### src/core/osa_pkg.sv
// Package: register map, field layout, reset values and widths of the averager
package osa_pkg;
  // ---------------------------------------------------------------------------
  // Register indices (byte address is four times the index)
  // ---------------------------------------------------------------------------
  localparam logic [7:0]  IDX_AVG_CONFIG   = 8'h15;
  localparam logic [7:0]  IDX_CHAN1_OFFSET = 8'h18;
  localparam logic [7:0]  IDX_CHAN2_OFFSET = 8'h19;
  localparam logic [7:0]  IDX_CHAN3_OFFSET = 8'h1a;
  localparam logic [7:0]  IDX_CHAN4_OFFSET = 8'h1b;
  // Status register of own choice: FIFO level and overflow
  localparam logic [7:0]  IDX_STATUS       = 8'h30;
  // ---------------------------------------------------------------------------
  // Field positions and reset values
  // ---------------------------------------------------------------------------
  localparam int          FIRST_CODE_LSB   = 4;
  localparam int          SECOND_CODE_LSB  = 8;
  localparam logic [2:0]  FIRST_CODE_RST   = 3'h0;
  localparam logic [2:0]  SECOND_CODE_RST  = 3'h6;
  localparam logic [15:0] OFFSET_RST       = 16'h2000;
  localparam int          MAX_CODE         = 7;
  localparam int          SUM_W            = 24;
  localparam int          FIFO_W           = 18;
  localparam int          FIFO_D           = 32;
endpackage : osa_pkg

### src/core/osa_averager.sv
// First-slot offset subtraction and power-of-two sample averager, AHB-Lite
//
// Chosen here: register access over AHB-Lite.
`timescale 1ns/1ns
module osa_averager
  import osa_pkg::*;
#(
  parameter int RAW_W = 16
) (
  // Clock and reset
  input  wire logic              CLK,
  input  wire logic              RESET_N,
  // AHB-Lite slave
  input  wire logic              HSEL,
  input  wire logic [31:0]       HADDR,
  input  wire logic [1:0]        HTRANS,
  input  wire logic              HWRITE,
  input  wire logic [2:0]        HSIZE,
  input  wire logic [31:0]       HWDATA,
  input  wire logic              HREADY,
  output logic [31:0]            HRDATA,
  output logic                   HREADYOUT,
  output logic                   HRESP,
  // Raw conversions, one per channel
  input  wire logic              SAMPLE_VALID,
  output logic                   SAMPLE_READY,
  input  wire logic [1:0]        SAMPLE_CHAN,
  input  wire logic [RAW_W-1:0]  SAMPLE_DATA,
  // Averaged results, channel in top two bits
  output logic                   RESULT_VALID,
  input  wire logic              RESULT_READY,
  output logic [FIFO_W-1:0]      RESULT_DATA,
  // Second slot code for the neighbouring slot
  output logic [2:0]             SECOND_SLOT_CODE
);
  // ---------------------------------------------------------------------------
  // Helpers
  // ---------------------------------------------------------------------------
  // Number of samples in a group for a code
  function automatic logic [7:0] group_size(input logic [2:0] code);
    group_size = 8'h01 << code;
  endfunction : group_size

  // Signed offset-corrected sample, sign extended to the sum width
  function automatic logic signed [SUM_W-1:0] corrected(
    input logic [RAW_W-1:0] raw,
    input logic [15:0]      off
  );
    corrected = SUM_W'($signed({1'b0, raw}) - $signed({1'b0, off}));
  endfunction : corrected

  // ---------------------------------------------------------------------------
  // Register bus
  // ---------------------------------------------------------------------------
  logic [2:0]  first_code_reg, first_code_next;
  logic [2:0]  second_code_reg, second_code_next;
  logic [15:0] off_reg [4];
  logic [15:0] off_next [4];
  logic        overflow_reg, overflow_next;
  logic        wr_pend_reg, wr_pend_next;
  logic [7:0]  wr_idx_reg, wr_idx_next;
  logic [31:0] rdata_reg, rdata_next;
  logic [5:0]  fifo_level;
  logic        drop_evt;
  logic        addr_phase;
  logic [7:0]  a_idx;

  // Address phase decode; writes land one cycle later with HWDATA
  always_comb begin
    addr_phase       = HSEL && HREADY && HTRANS[1];
    a_idx            = HADDR[9:2];
    wr_pend_next     = addr_phase && HWRITE;
    wr_idx_next      = addr_phase ? a_idx : wr_idx_reg;
    first_code_next  = first_code_reg;
    second_code_next = second_code_reg;
    for (int i = 0; i < 4; i++) begin
      off_next[i] = off_reg[i];
    end
    if (wr_pend_reg) begin
      case (wr_idx_reg)
        IDX_AVG_CONFIG: begin
          first_code_next  = HWDATA[FIRST_CODE_LSB +: 3];
          second_code_next = HWDATA[SECOND_CODE_LSB +: 3];
        end
        IDX_CHAN1_OFFSET: off_next[0] = HWDATA[15:0];
        IDX_CHAN2_OFFSET: off_next[1] = HWDATA[15:0];
        IDX_CHAN3_OFFSET: off_next[2] = HWDATA[15:0];
        IDX_CHAN4_OFFSET: off_next[3] = HWDATA[15:0];
        default: ;
      endcase
    end
    // Set wins over a clear by write in the same cycle
    overflow_next = drop_evt ||
      (overflow_reg && !(wr_pend_reg && wr_idx_reg == IDX_STATUS
                         && HWDATA[8]));
    // Read data registered at the address phase; unmapped reads give zero
    rdata_next = rdata_reg;
    if (addr_phase && !HWRITE) begin
      case (a_idx)
        IDX_AVG_CONFIG: rdata_next = {21'h0, second_code_reg, 1'b0,
                                      first_code_reg, 4'h0};
        IDX_CHAN1_OFFSET: rdata_next = {16'h0, off_reg[0]};
        IDX_CHAN2_OFFSET: rdata_next = {16'h0, off_reg[1]};
        IDX_CHAN3_OFFSET: rdata_next = {16'h0, off_reg[2]};
        IDX_CHAN4_OFFSET: rdata_next = {16'h0, off_reg[3]};
        IDX_STATUS: rdata_next = {23'h0, overflow_reg, 2'h0, fifo_level};
        default: rdata_next = 32'h0;
      endcase
    end
  end

  // Bus registers; reset restores documented defaults
  always_ff @(posedge CLK or negedge RESET_N) begin
    if (!RESET_N) begin
      first_code_reg  <= FIRST_CODE_RST;
      second_code_reg <= SECOND_CODE_RST;
      for (int i = 0; i < 4; i++) begin
        off_reg[i] <= OFFSET_RST;
      end
      overflow_reg <= 1'b0;
      wr_pend_reg  <= 1'b0;
      wr_idx_reg   <= 8'h0;
      rdata_reg    <= 32'h0;
    end else begin
      first_code_reg  <= first_code_next;
      second_code_reg <= second_code_next;
      for (int i = 0; i < 4; i++) begin
        off_reg[i] <= off_next[i];
      end
      overflow_reg <= overflow_next;
      wr_pend_reg  <= wr_pend_next;
      wr_idx_reg   <= wr_idx_next;
      rdata_reg    <= rdata_next;
    end
  end

  assign HRDATA           = rdata_reg;
  assign HREADYOUT        = 1'b1;
  assign HRESP            = 1'b0;
  assign SECOND_SLOT_CODE = second_code_reg;

  // ---------------------------------------------------------------------------
  // Accumulator datapath
  // ---------------------------------------------------------------------------
  typedef enum logic [1:0] {
    ST_SUM  = 2'b01,
    ST_EMIT = 2'b10
  } osa_state_t;

  osa_state_t                state_reg, state_next;
  logic signed [SUM_W-1:0]   sum_reg [4];
  logic signed [SUM_W-1:0]   sum_next [4];
  logic [7:0]                cnt_reg [4];
  logic [7:0]                cnt_next [4];
  logic [1:0]                emit_ch_reg, emit_ch_next;
  logic [2:0]                emit_code_reg, emit_code_next;
  logic signed [SUM_W-1:0]   add_val;
  logic signed [SUM_W-1:0]   avg_val;
  logic                      push_valid, push_ready;
  logic [FIFO_W-1:0]         push_data;

  // A sample is taken only while the accumulator is not waiting on the FIFO
  always_comb begin
    state_next     = state_reg;
    emit_ch_next   = emit_ch_reg;
    emit_code_next = emit_code_reg;
    for (int i = 0; i < 4; i++) begin
      sum_next[i] = sum_reg[i];
      cnt_next[i] = cnt_reg[i];
    end
    SAMPLE_READY = 1'b0;
    push_valid   = 1'b0;
    add_val      = corrected(SAMPLE_DATA, off_reg[SAMPLE_CHAN]);
    // Arithmetic shift divides the group sum by its size
    avg_val      = sum_reg[emit_ch_reg] >>> emit_code_reg;
    push_data    = {emit_ch_reg, avg_val[15:0]};
    drop_evt     = 1'b0;
    case (state_reg)
      ST_SUM: begin
        SAMPLE_READY = 1'b1;
        if (SAMPLE_VALID) begin
          // Code 0 closes the group at the first sample
          sum_next[SAMPLE_CHAN] = (cnt_reg[SAMPLE_CHAN] == 8'h0)
                                ? add_val : sum_reg[SAMPLE_CHAN] + add_val;
          cnt_next[SAMPLE_CHAN] = cnt_reg[SAMPLE_CHAN] + 8'h01;
          if (cnt_reg[SAMPLE_CHAN] + 8'h01
              >= group_size(first_code_reg)) begin
            cnt_next[SAMPLE_CHAN] = 8'h0;
            emit_ch_next   = SAMPLE_CHAN;
            emit_code_next = first_code_reg;
            state_next     = ST_EMIT;
          end
        end
      end
      ST_EMIT: begin
        // Holds the result until the FIFO accepts it; source stalls meanwhile
        push_valid = 1'b1;
        if (push_ready) begin
          state_next = ST_SUM;
        end
      end
      default: state_next = ST_SUM;
    endcase
  end

  // Accumulator state
  always_ff @(posedge CLK or negedge RESET_N) begin
    if (!RESET_N) begin
      state_reg     <= ST_SUM;
      emit_ch_reg   <= 2'h0;
      emit_code_reg <= 3'h0;
      for (int i = 0; i < 4; i++) begin
        sum_reg[i] <= '0;
        cnt_reg[i] <= 8'h0;
      end
    end else begin
      state_reg     <= state_next;
      emit_ch_reg   <= emit_ch_next;
      emit_code_reg <= emit_code_next;
      for (int i = 0; i < 4; i++) begin
        sum_reg[i] <= sum_next[i];
        cnt_reg[i] <= cnt_next[i];
      end
    end
  end

  // ---------------------------------------------------------------------------
  // Result FIFO
  // ---------------------------------------------------------------------------
  osa_fifo #(
    .WIDTH (FIFO_W),
    .DEPTH (FIFO_D)
  ) u_fifo (
    .CLK       (CLK),
    .RESET_N   (RESET_N),
    .in_valid  (push_valid),
    .in_ready  (push_ready),
    .in_data   (push_data),
    .out_valid (RESULT_VALID),
    .out_ready (RESULT_READY),
    .out_data  (RESULT_DATA),
    .level     (fifo_level)
  );

  // ---------------------------------------------------------------------------
  // Checks
  // ---------------------------------------------------------------------------
  chk_code_reset: assert property (@(posedge CLK)
    $rose(RESET_N) |-> first_code_reg == 3'h0 && second_code_reg == 3'h6)
    else $error("slot codes not at reset values");
  chk_code_write: assert property (@(posedge CLK) disable iff (!RESET_N)
    wr_pend_reg && wr_idx_reg == IDX_AVG_CONFIG
      |=> first_code_reg == $past(HWDATA[6:4]))
    else $error("first slot code not written");
  chk_second_write: assert property (@(posedge CLK) disable iff (!RESET_N)
    wr_pend_reg && wr_idx_reg == IDX_AVG_CONFIG
      |=> SECOND_SLOT_CODE == $past(HWDATA[10:8]))
    else $error("second slot code not written");
  chk_group_close: assert property (@(posedge CLK) disable iff (!RESET_N)
    state_reg == ST_SUM && SAMPLE_VALID
      && cnt_reg[SAMPLE_CHAN] == group_size(first_code_reg) - 8'h01
      |=> state_reg == ST_EMIT)
    else $error("group did not close at its size");
  chk_single_sample: assert property (@(posedge CLK) disable iff (!RESET_N)
    state_reg == ST_SUM && SAMPLE_VALID && first_code_reg == 3'h0
      |=> state_reg == ST_EMIT && avg_val == $past(add_val))
    else $error("code zero must pass one sample");
  chk_no_early_emit: assert property (@(posedge CLK) disable iff (!RESET_N)
    state_reg == ST_SUM && SAMPLE_VALID
      && cnt_reg[SAMPLE_CHAN] + 8'h02 <= group_size(first_code_reg)
      |=> state_reg == ST_SUM)
    else $error("result before group complete");
  chk_off1_write: assert property (@(posedge CLK) disable iff (!RESET_N)
    wr_pend_reg && wr_idx_reg == IDX_CHAN1_OFFSET
      |=> off_reg[0] == $past(HWDATA[15:0]))
    else $error("channel 1 offset not written");
  chk_off2_write: assert property (@(posedge CLK) disable iff (!RESET_N)
    wr_pend_reg && wr_idx_reg == IDX_CHAN2_OFFSET
      |=> off_reg[1] == $past(HWDATA[15:0]))
    else $error("channel 2 offset not written");
  chk_off3_write: assert property (@(posedge CLK) disable iff (!RESET_N)
    wr_pend_reg && wr_idx_reg == IDX_CHAN3_OFFSET
      |=> off_reg[2] == $past(HWDATA[15:0]))
    else $error("channel 3 offset not written");
  chk_off4_write: assert property (@(posedge CLK) disable iff (!RESET_N)
    wr_pend_reg && wr_idx_reg == IDX_CHAN4_OFFSET
      |=> off_reg[3] == $past(HWDATA[15:0]))
    else $error("channel 4 offset not written");
  // Floor division: the remainder left by the average lies below the factor
  chk_avg_shift: assert property (@(posedge CLK) disable iff (!RESET_N)
    state_reg == ST_EMIT
      |-> $unsigned(sum_reg[emit_ch_reg] - (avg_val <<< emit_code_reg))
            < {16'h0, group_size(emit_code_reg)})
    else $error("average is not sum over factor");
endmodule : osa_averager

### src/core/osa_fifo.sv
// Synchronous FIFO with valid/ready on both sides, registered read data
`timescale 1ns/1ns
module osa_fifo #(
  parameter int WIDTH = 18,
  parameter int DEPTH = 32
) (
  // Clock and reset
  input  wire logic             CLK,
  input  wire logic             RESET_N,
  // Fill side
  input  wire logic             in_valid,
  output logic                  in_ready,
  input  wire logic [WIDTH-1:0] in_data,
  // Drain side
  output logic                  out_valid,
  input  wire logic             out_ready,
  output logic [WIDTH-1:0]      out_data,
  // Occupancy
  output logic [$clog2(DEPTH):0] level
);
  localparam int AW = $clog2(DEPTH);

  logic [WIDTH-1:0] mem [DEPTH];
  logic [AW:0]      wr_reg, wr_next, rd_reg, rd_next;
  logic [WIDTH-1:0] dout_reg, dout_next;
  logic             dv_reg, dv_next;
  logic             push, pop_mem, stored_empty;

  // Output register counts as one stage ahead of the array
  always_comb begin
    stored_empty = (wr_reg == rd_reg);
    in_ready     = ((wr_reg - rd_reg) != (AW+1)'(DEPTH));
    push         = in_valid && in_ready;
    pop_mem      = !stored_empty && (!dv_reg || out_ready);
    wr_next      = push ? wr_reg + 1'b1 : wr_reg;
    rd_next      = pop_mem ? rd_reg + 1'b1 : rd_reg;
    dout_next    = pop_mem ? mem[rd_reg[AW-1:0]] : dout_reg;
    dv_next      = pop_mem ? 1'b1 : (out_ready ? 1'b0 : dv_reg);
    out_valid    = dv_reg;
    out_data     = dout_reg;
    level        = wr_reg - rd_reg;
  end

  // Array write has no reset, so it is kept out of the reset process
  always_ff @(posedge CLK) begin
    if (push) begin
      mem[wr_reg[AW-1:0]] <= in_data;
    end
  end

  // Pointer and output registers
  always_ff @(posedge CLK or negedge RESET_N) begin
    if (!RESET_N) begin
      wr_reg   <= '0;
      rd_reg   <= '0;
      dout_reg <= '0;
      dv_reg   <= 1'b0;
    end else begin
      wr_reg   <= wr_next;
      rd_reg   <= rd_next;
      dout_reg <= dout_next;
      dv_reg   <= dv_next;
    end
  end
endmodule : osa_fifo

### config.mk
export PLATFORM = sky130hd
export DESIGN_NAME = osa_averager
export DESIGN_NICKNAME = d
export VERILOG_FILES = /design/src/core/osa_pkg.sv /design/src/core/osa_averager.sv /design/src/core/osa_fifo.sv
export SDC_FILE = /design/constraint.sdc
export NUM_CORES = 1
export LEC_CHECK = 0
export BUFFER_PORTS_ARGS = -buffer_cell sky130_fd_sc_hd__buf_2
export CORE_ASPECT_RATIO = 0.6
export CORE_MARGIN = 4
export CORE_UTILIZATION = 55
export DETAILED_ROUTE_END_ITERATION = 12
export GPL_ROUTABILITY_DRIVEN = 1
export PLACE_DENSITY = 0.71
export SKIP_CTS_REPAIR_TIMING = 1
export SYNTH_ARGS = -nofsm -noshare
export SYNTH_HDL_FRONTEND = slang
export SYNTH_HIERARCHICAL = 1
export SYNTH_SLANG_ARGS = --single-unit
export TNS_END_PERCENT = 1
### constraint.sdc
create_clock -name CLK -period 9.85 [get_ports CLK]
set_input_delay 0.4925 -clock CLK [delete_from_list [all_inputs] [get_ports CLK]]
set_output_delay 0.4925 -clock CLK [all_outputs]
set_load 0.05 [all_outputs]
==> results of run 1 <==
## worst paths after layout
kind | to | slack (ns) | depth (start not counted)
worst max-delay path | sum_reg[46] | 3.44 | 20
worst min-delay path | HRDATA[10] | -0.11 | 1
worst max register to register | sum_reg[46] | 3.84 | 17
worst min register to register | u_fifo/out_data[16] | 0.46 | 2
max in group asynchronous | sum_reg[18] | 7.46 | 3
min in group CLK | wr_pend_reg | 0.12 | 3
## placed cells by master (no fill, tap or decap), types with 37 or more instances in the layout
cell	instances
a21oi_1	76
nand2_1	226
ha_1	59
inv_1	37
buf_2	86
mux2i_1	82
buf_4	61
a22oi_1	65
clkbuf_16	80
o21ai_0	118
xnor2_1	41
nor2_1	67
mux2_2	147
mux4_2	195
edfxtp_1	576
dfrtp_1	247
## through the flow
step | power, mW | instance area (um^2) | setup slack, ns
after floorplan | 8.26 | 37900 | 3.47
after global placement | 9.80 | 39400 | 3.05
after detailed placement | 10.0 | 39400 | 2.87
after CTS | 13.1 | 42000 | 3.53
after global routing | 13.7 | 42000 | 3.05
final | 13.1 | 42000 | 3.44
## metal layers
layer | GRT usage | wire length [um] | vias up
met5 | 0 | 0 | -
met4 | 0.0473 | 1320 | 0
met3 | 0.0763 | 10900 | 100
met2 | 0.358 | 40000 | 1032
met1 | 0.409 | 41700 | 11777
li1 | - | - | 9770
## critical path, cell delays in order
cell and delay (ns):
buf_2 0.07, buf_4 0.41, buf_4 0.52, mux4_2 0.43
inv_1 0.10, ha_1 0.28, a21o_1 0.23, a21boi_0 0.58
a211oi_1 0.31, or3_1 0.47, a21o_1 0.22, a21oi_1 0.74
ha_1 0.43, a21o_1 0.19, a21oi_1 0.37, a21oi_1 0.12
nor4b_1 0.34, a211oi_2 0.09, xnor2_1 0.19, mux2_2 0.32
## power breakdown
| group | internal, mW | switching, mW |
|---|---|---|
| clock network | 1.72 | 1.32 |
| logic | 1.72 | 3.25 |
| registers | 4.78 | 0.279 |
| total | 8.23 | 4.85 |
## cell families after synthesis
logic type,count (synthesis),synth area share
adders and majority gates,62,0.0211
AOI/OAI and AO/OA,418,0.0726
muxes,433,0.184
DFF,834,0.628
xor gates and xnor gates,61,0.0141
buffers and inverters,202,0.0237
other,2,0.000198
and+or+nand+nor,465,0.0569
## final cells by class
cell class | count | area [um^2]
tap | 912 | 1140
clock buffer | 100 | 2160
clock inverter | 40 | 427
multi-input combinational | 1457 | 13400
inverter | 37 | 139
sequential | 834 | 23800
fill | 4890 | 26200
timing repair buffer | 148 | 903
## cells in the mapped netlist (16+ instances only)
library cell / instances / area [um^2]
clkbuf_1: 98 / 368
nand3_1: 24 / 120
nor2_1: 92 / 345
dfrtp_1: 251 / 6280
mux2_2: 147 / 1660
nor2b_1: 16 / 100
o21ai_0: 123 / 616
a221oi_1: 35 / 307
xor2_1: 20 / 175
edfxtp_1: 576 / 17300
buf_1: 16 / 60.1
mux2i_1: 90 / 901
a21oi_1: 76 / 380
ha_1: 59 / 738
xnor2_1: 41 / 359
a21o_1: 25 / 188
mux4_2: 195 / 4390
inv_1: 37 / 139
a22oi_1: 65 / 488
buf_2: 24 / 120
nand2_1: 226 / 848
buf_4: 25 / 188
==> metrics.md, run 1 <==
| Metric | Value |
|---|---|
| Post-Route WL | approximately 94000 um |
| Final Hold Fails | 43 |
| GRT Total Usage | 0.258 |
| Fmax achieved | 156 MHz |
| Chip height | 211 um |
| Layout Nets | 2710 |
| Hold Slack | -0.108 ns |
| Yosys warns | 6 |
| Failing checks | negative hold slack |
| Headroom to the max-slew limit | 0.0675 |
| Status | finished, violations left |
| Largest net degree at the start of global routing | 130 |
| Synthesized flop and latch total | between 800 and 900 |
| IO Pins | 151 |
| Clock root buffer | clkbuf_16 |
| Vias in the first global route | 22111 |
| Number of synthesized flops with an enable pin | 576 |
| Non-Filler Instances | ~3500 |
| Critical-path maximum fanout | 33 |
| Period minus WS final | 6.41 ns |
| Worst Tran Pin Value | roughly 1.4 ns |
| Avg Inst Size Synth | 15.3 um^2 |
| Clock skew | 0.0286 ns |
| DRC Markers | 0 |
| Drt initial violations | 2700 |
| Max reg flops | 576 |
| Worst-Skew Late Latency | approximately 0.65 ns |
| Final Slew Violations | 0 |
| Setup crit end kind | flip-flop |
| Fin util | 0.616 |
| Critical Path RT | slightly above 10 ns |
| Antenna-violating nets left | 0 |
| Wire per inst | 26.6 um |
| Distinct cells, synth | 84 |
| Pwr/cell area | between 300 and 400 nW/um^2 |
| Mapped Area | between 30000 and 40000 um^2 |
| Endpoints failing setup | 0 |
| Core Area | 68100 um^2 |
| H-Tree Depth | 3 |
| Final Cycle Share | 0.651 |
| Fraction of registers with async set or reset after synthesis | 0.309 |
| Crit path from | SAMPLE_CHAN[1] |
| P&R area growth vs syn | 10.9% |
| CTS tree | yes |
| Clock Path Buffers | 3 |
| Synth Instances | 2477 |
| Reg2Reg Launch Point | off_reg[7] |
| RSZ-0062 raised after global routing | no |
| Detailed Place HPWL | 60000 um |
| Die width | 347 um |
| Grt ovf | 0 |
| # rows | 74 |
| CP Launch Type | primary input |
| Vias per Instance | ~6.4 |
| Leakage | 15.4 nW |
| First-pass DRT Iterations | 5 |
| Fin Setup TNS | 0 ns |
| DP Cell Count | 3388 |
| Via count | 22679 |
| Full die area | between 70000 and 80000 um^2 |
| Worst Path Arrival | 6.93 ns |
| Worst IR Drop VDD | 0.000191 V |
| Worst min path class | in2async |
| Clk sink count | 834 |
| Proportion of layout cells with a drive suffix above 1 | 0.268 |
| Starting Density | 0.556 |
| Critical path class | in2reg |
| Post-synthesis sequential area ratio | 0.628 |
| Clock buffer count from CTS | 76 |
| Initial antenna violation count | 0 |
| Clock transition at path regs | 0.06 ns |
| First-pass GRT wire length | about 140000 um |
| Port buffer count | 88 |
| # diodes | 0 |
| Top FF cell, synth | edfxtp_1 |
| Max Cap Violations | 0 |
| GP Congestion | 0.850 |
(Power assumes the default switching activity.)
==> inputs of run 2 (changes only) <==
- ABC_AREA: unset -> 1
- clock period: 9.85 -> 6.2 ns (I/O delays scaled with it)
==> run 2 against run 1 <==
The flow still finishes with violations (negative hold slack). Synthesized area increased by 4.9%. Sequential power increased by 67%. Worst hold slack improved by 0.10 ns. Critical endpoint is now sum_reg[94].
==> metrics.md, run 2 <==
| Metric | Value |
|---|---|
| Status | finished, violations left (unchanged) |
| Failing checks | negative hold slack (unchanged) |
| Fmax achieved | approximately 220 MHz |
| Worst slack, placed | 1.18 ns (was 2.87 ns) |
| DRC Markers | 0 (unchanged) |
| Initial antenna violation count | 1 (was 0) |
| Clk sink count | 834 (unchanged) |
| IO Pins | 151 (unchanged) |
| Layout Nets | 4569 (was 2710) |
| Final setup margin | 1.56 ns (was 3.44 ns) |
| Proportion of layout cells with a drive suffix above 1 | 0.0865 (was 0.268) |
| Area leader, netlist | edfxtp_1 (unchanged) |
| Post-Route WL | 106000 um (was 93900 um) |
| Worst path most repeated cell | nand2_1 |
| Worst path buffer plus inverter count | 1 (was 4) |
| Leakage | 19.0 nW (was 15.4 nW) |
| GP Congestion | 0.934 (was 0.850) |
| RSZ-0062 raised after global routing | no (unchanged) |
| Max Cap Violations | 0 (unchanged) |
| Worst Path Arrival | 5.14 ns (was 6.93 ns) |
| Drt initial violations | 3869 (was 2700) |
| Largest cells by area after synthesis | edfxtp_1 44%, dfrtp_1 16%, nand2_1 14% (was edfxtp_1 46%, dfrtp_1 17%, mux4_2 12%) |
| Mapped Area | 39700 um^2 (was 37900 um^2) |
| Critical-path maximum fanout | 7 (was 33) |
| P&R area growth vs syn | 10.3% (was 10.9%) |
| Headroom to the max-slew limit | 0.189 (was 0.0675) |
| Wire per inst | 19.5 um (was 26.6 um) |
| Share of the synthesized area in the top cell type | 0.436 (was 0.457) |
| Top FF cell, synth | edfxtp_1 (unchanged) |
| Antenna-violating nets left | 0 (unchanged) |
| Distinct cells, synth | 60 (was 84) |
| Yosys warns | 6 (unchanged) |
| Critical Path RT | 6.70 ns (was 10.37 ns) |
| Starting Density | 0.562 (was 0.556) |
| Fraction of registers with async set or reset after synthesis | 0.309 (unchanged) |
| Clock Path Buffers | 3 (unchanged) |
| Worst path slowest cell | a221oi_1 (was a21oi_1) |
| H-Tree Depth | 3 (unchanged) |
| Full die area | 76700 um^2 (was 73200 um^2) |
| Grt ovf | 0 (unchanged) |
| Via count | 30653 (was 22679) |
| Top cells by count, synth | 1469 x nand2_1, 576 x edfxtp_1, 428 x nor2_1, 342 x nand3_1, 328 x inv_1 (was 576 x edfxtp_1, 251 x dfrtp_1, 226 x nand2_1, 195 x mux4_2, 147 x mux2_2) |
| Max reg flops | 576 (unchanged) |
| DP Cell Count | 5290 (was 3388) |
| Commonest cells after routing, fill and taps aside | 1469 x nand2_1, 576 x edfxtp_1, 392 x nor2_1, 342 x nand3_1, 325 x inv_1 (was 576 x edfxtp_1, 247 x dfrtp_1, 226 x nand2_1, 195 x mux4_2, 147 x mux2_2) |
| Non-Filler Instances | 5439 (was 3528) |
| Most numerous cell in the Yosys netlist | nand2_1 (was edfxtp_1) |
| Worst-Skew Late Latency | 0.63 ns (was 0.65 ns) |
| First-pass GRT wire length | 163000 um (was 141000 um) |
| Port buffer count | 88 (unchanged) |
| Vias per Instance | 5.64 (was 6.43) |
| # rows | 75 (was 74) |
| Commonest non-fill, non-tap cell in the layout | nand2_1 (was edfxtp_1) |
| Detailed Place HPWL | 67900 um (was 60000 um) |
| Vias in the first global route | 27782 (was 22111) |
| Endpoints failing setup | 0 (unchanged) |
| First-pass DRT Iterations | 6 (was 5) |
| Synthesized flop and latch total | 834 (unchanged) |
| CTS tree | yes (unchanged) |
| Period minus WS final | 4.64 ns |
| Critical path class | reg2reg (was in2reg) |
| Clock skew | 0.0290 ns (was 0.0286 ns) |
| Largest net degree at the start of global routing | 143 (was 130) |
| Worst path max stage delay | 0.68 ns (was 0.74 ns) |
| Final Slew Violations | 0 (unchanged) |
| Clock buffer count from CTS | 76 (unchanged) |
| Post-synthesis sequential area ratio | 0.598 (was 0.628) |
| Clock root buffer | clkbuf_16 (unchanged) |
| Worst IR Drop VDD | 0.000533 V (was 0.000191 V) |
| Final Cycle Share | 0.749 |
| Top cell family by delay on the critical path | compound AO/OA/AOI/OAI gates (unchanged) |
| Synth Instances | 4368 (was 2477) |
| Die width | 355 um (was 347 um) |
| Fin Setup TNS | 0 ns (unchanged) |
| Pwr/cell area | 517 nW/um^2 (was 312 nW/um^2) |
| Setup crit end kind | flip-flop (unchanged) |
| Number of synthesized flops with an enable pin | 576 (unchanged) |
| Avg Inst Size Synth | 9.09 um^2 (was 15.3 um^2) |
| Worst Tran Pin Value | 1.22 ns (was 1.40 ns) |
| Final Hold Fails | 1 (was 43) |
| Core Area | 70700 um^2 (was 68100 um^2) |
| Worst min path class | in2reg (was in2async) |
| Chip height | 216 um (was 211 um) |
| CP Launch Type | flip-flop (was primary input) |
| Crit-path cells | a22o_1 -> a221oi_1 -> ha_1 -> nand2_1 -> inv_1 -> nand2_1 -> nand2_1 -> a21oi_1 -> nand2_1 -> nand2_1 -> nand2_1 -> ha_1 -> a21oi_1 -> nor2_1 -> nor2_1 -> nor2_1 -> nor3_1 -> nand3_1 -> nand3_1 -> nand2_1 -> nand2_1 -> nand2_1 (was buf_2 -> buf_4 -> buf_4 -> mux4_2 -> inv_1 -> ha_1 -> a21o_1 -> a21boi_0 -> a211oi_1 -> or3_1 -> a21o_1 -> a21oi_1 -> ha_1 -> a21o_1 -> a21oi_1 -> a21oi_1 -> nor4b_1 -> a211oi_2 -> xnor2_1 -> mux2_2) |
| GRT Total Usage | 0.274 (was 0.258) |
| Hold Slack | -0.00339 ns (was -0.108 ns) |
| Clock transition at path regs | 0.07 ns (was 0.06 ns) |
## run 2: cell count changes after synthesis, sizes merged, moves of 171 or more
cell / before / now
inv: 37 / 336
mux4: 195 / 0
nand2: 226 / 1476
nand3: 24 / 342
nor2: 93 / 430
o21ai: 134 / 305
## run 2: metrics by stage
| step | instance area (um^2) | utilization | power, mW |
|---|---|---|---|
| 3_5_place_dp | 41200 | 0.583 | 17.7 |
| 5_1_grt | 43800 | 0.620 | 24.0 |
| 3_3_place_gp | 41200 | 0.583 | 17.5 |
| 4_1_cts | 43700 | 0.619 | 22.6 |
| 6_report | 43800 | 0.620 | 22.6 |
| 2_1_floorplan | 39800 | - | 14.7 |
## run 2: layout make-up
class / count / area [um^2]
Clock buffer: 98 / 2080
Fill cell: 5813 / 26800
Antenna cell: 1 / 2.50
Sequential cell: 834 / 23800
Multi-Input combinational cell: 2976 / 13800
Timing Repair Buffer: 184 / 1210
Inverter: 341 / 1290
Tap cell: 962 / 1200
Clock inverter: 43 / 470
## run 2: logic make-up (layout without fill, tap and decap cells)
group,Yosys count,in the layout,synth area share
DFF,834,834,0.598
other,2,19,0.000189
and+or+nand+nor,2297,2297,0.232
xor gates and xnor gates,29,29,0.00640
AOI/OAI and AO/OA,563,563,0.0807
muxes,7,7,0.00189
buffers and inverters,574,666,0.0604
adders and majority gates,62,62,0.0201
## run 2: where the power goes
| part | switching, mW | internal, mW | leakage, nW |
|---|---|---|---|
| Clock | 2.08 | 2.76 | 1.22 |
| Combinational | 6.96 | 2.41 | 9.54 |
| Sequential | 0.454 | 7.97 | 8.20 |
## run 2: path summary, 6_finish.rpt
| check | start | end | slack, ns | depth (start not counted) |
|---|---|---|---|---|
| worst max-delay path | off_reg[10] | sum_reg[94] | 1.56 | 22 |
| worst min-delay path | HADDR[6] | wr_idx_reg[4] | -0.003 | 3 |
| worst max register to register | off_reg[10] | sum_reg[94] | 1.56 | 22 |
| worst min register to register | HRDATA[8] | HRDATA[8] | 0.48 | 1 |
| max in group asynchronous | RESET_N | u_fifo/rd_reg[0] | 4.72 | 3 |
| min in group asynchronous | RESET_N | HRDATA[13] | 0.22 | 2 |
## run 2: routing by layer
layer,track usage,vias up,part of all wire
li1,-,14564,-
met1,0.440,14467,0.46
met2,0.372,1480,0.40
met3,0.0691,142,0.12
met4,0.0612,0,0.019
met5,0,-,0
## run 2: worst min-delay path, cell delays in order
cell     delay, ns
buf_2         0.10
inv_1         0.08
o21ai_0       0.09
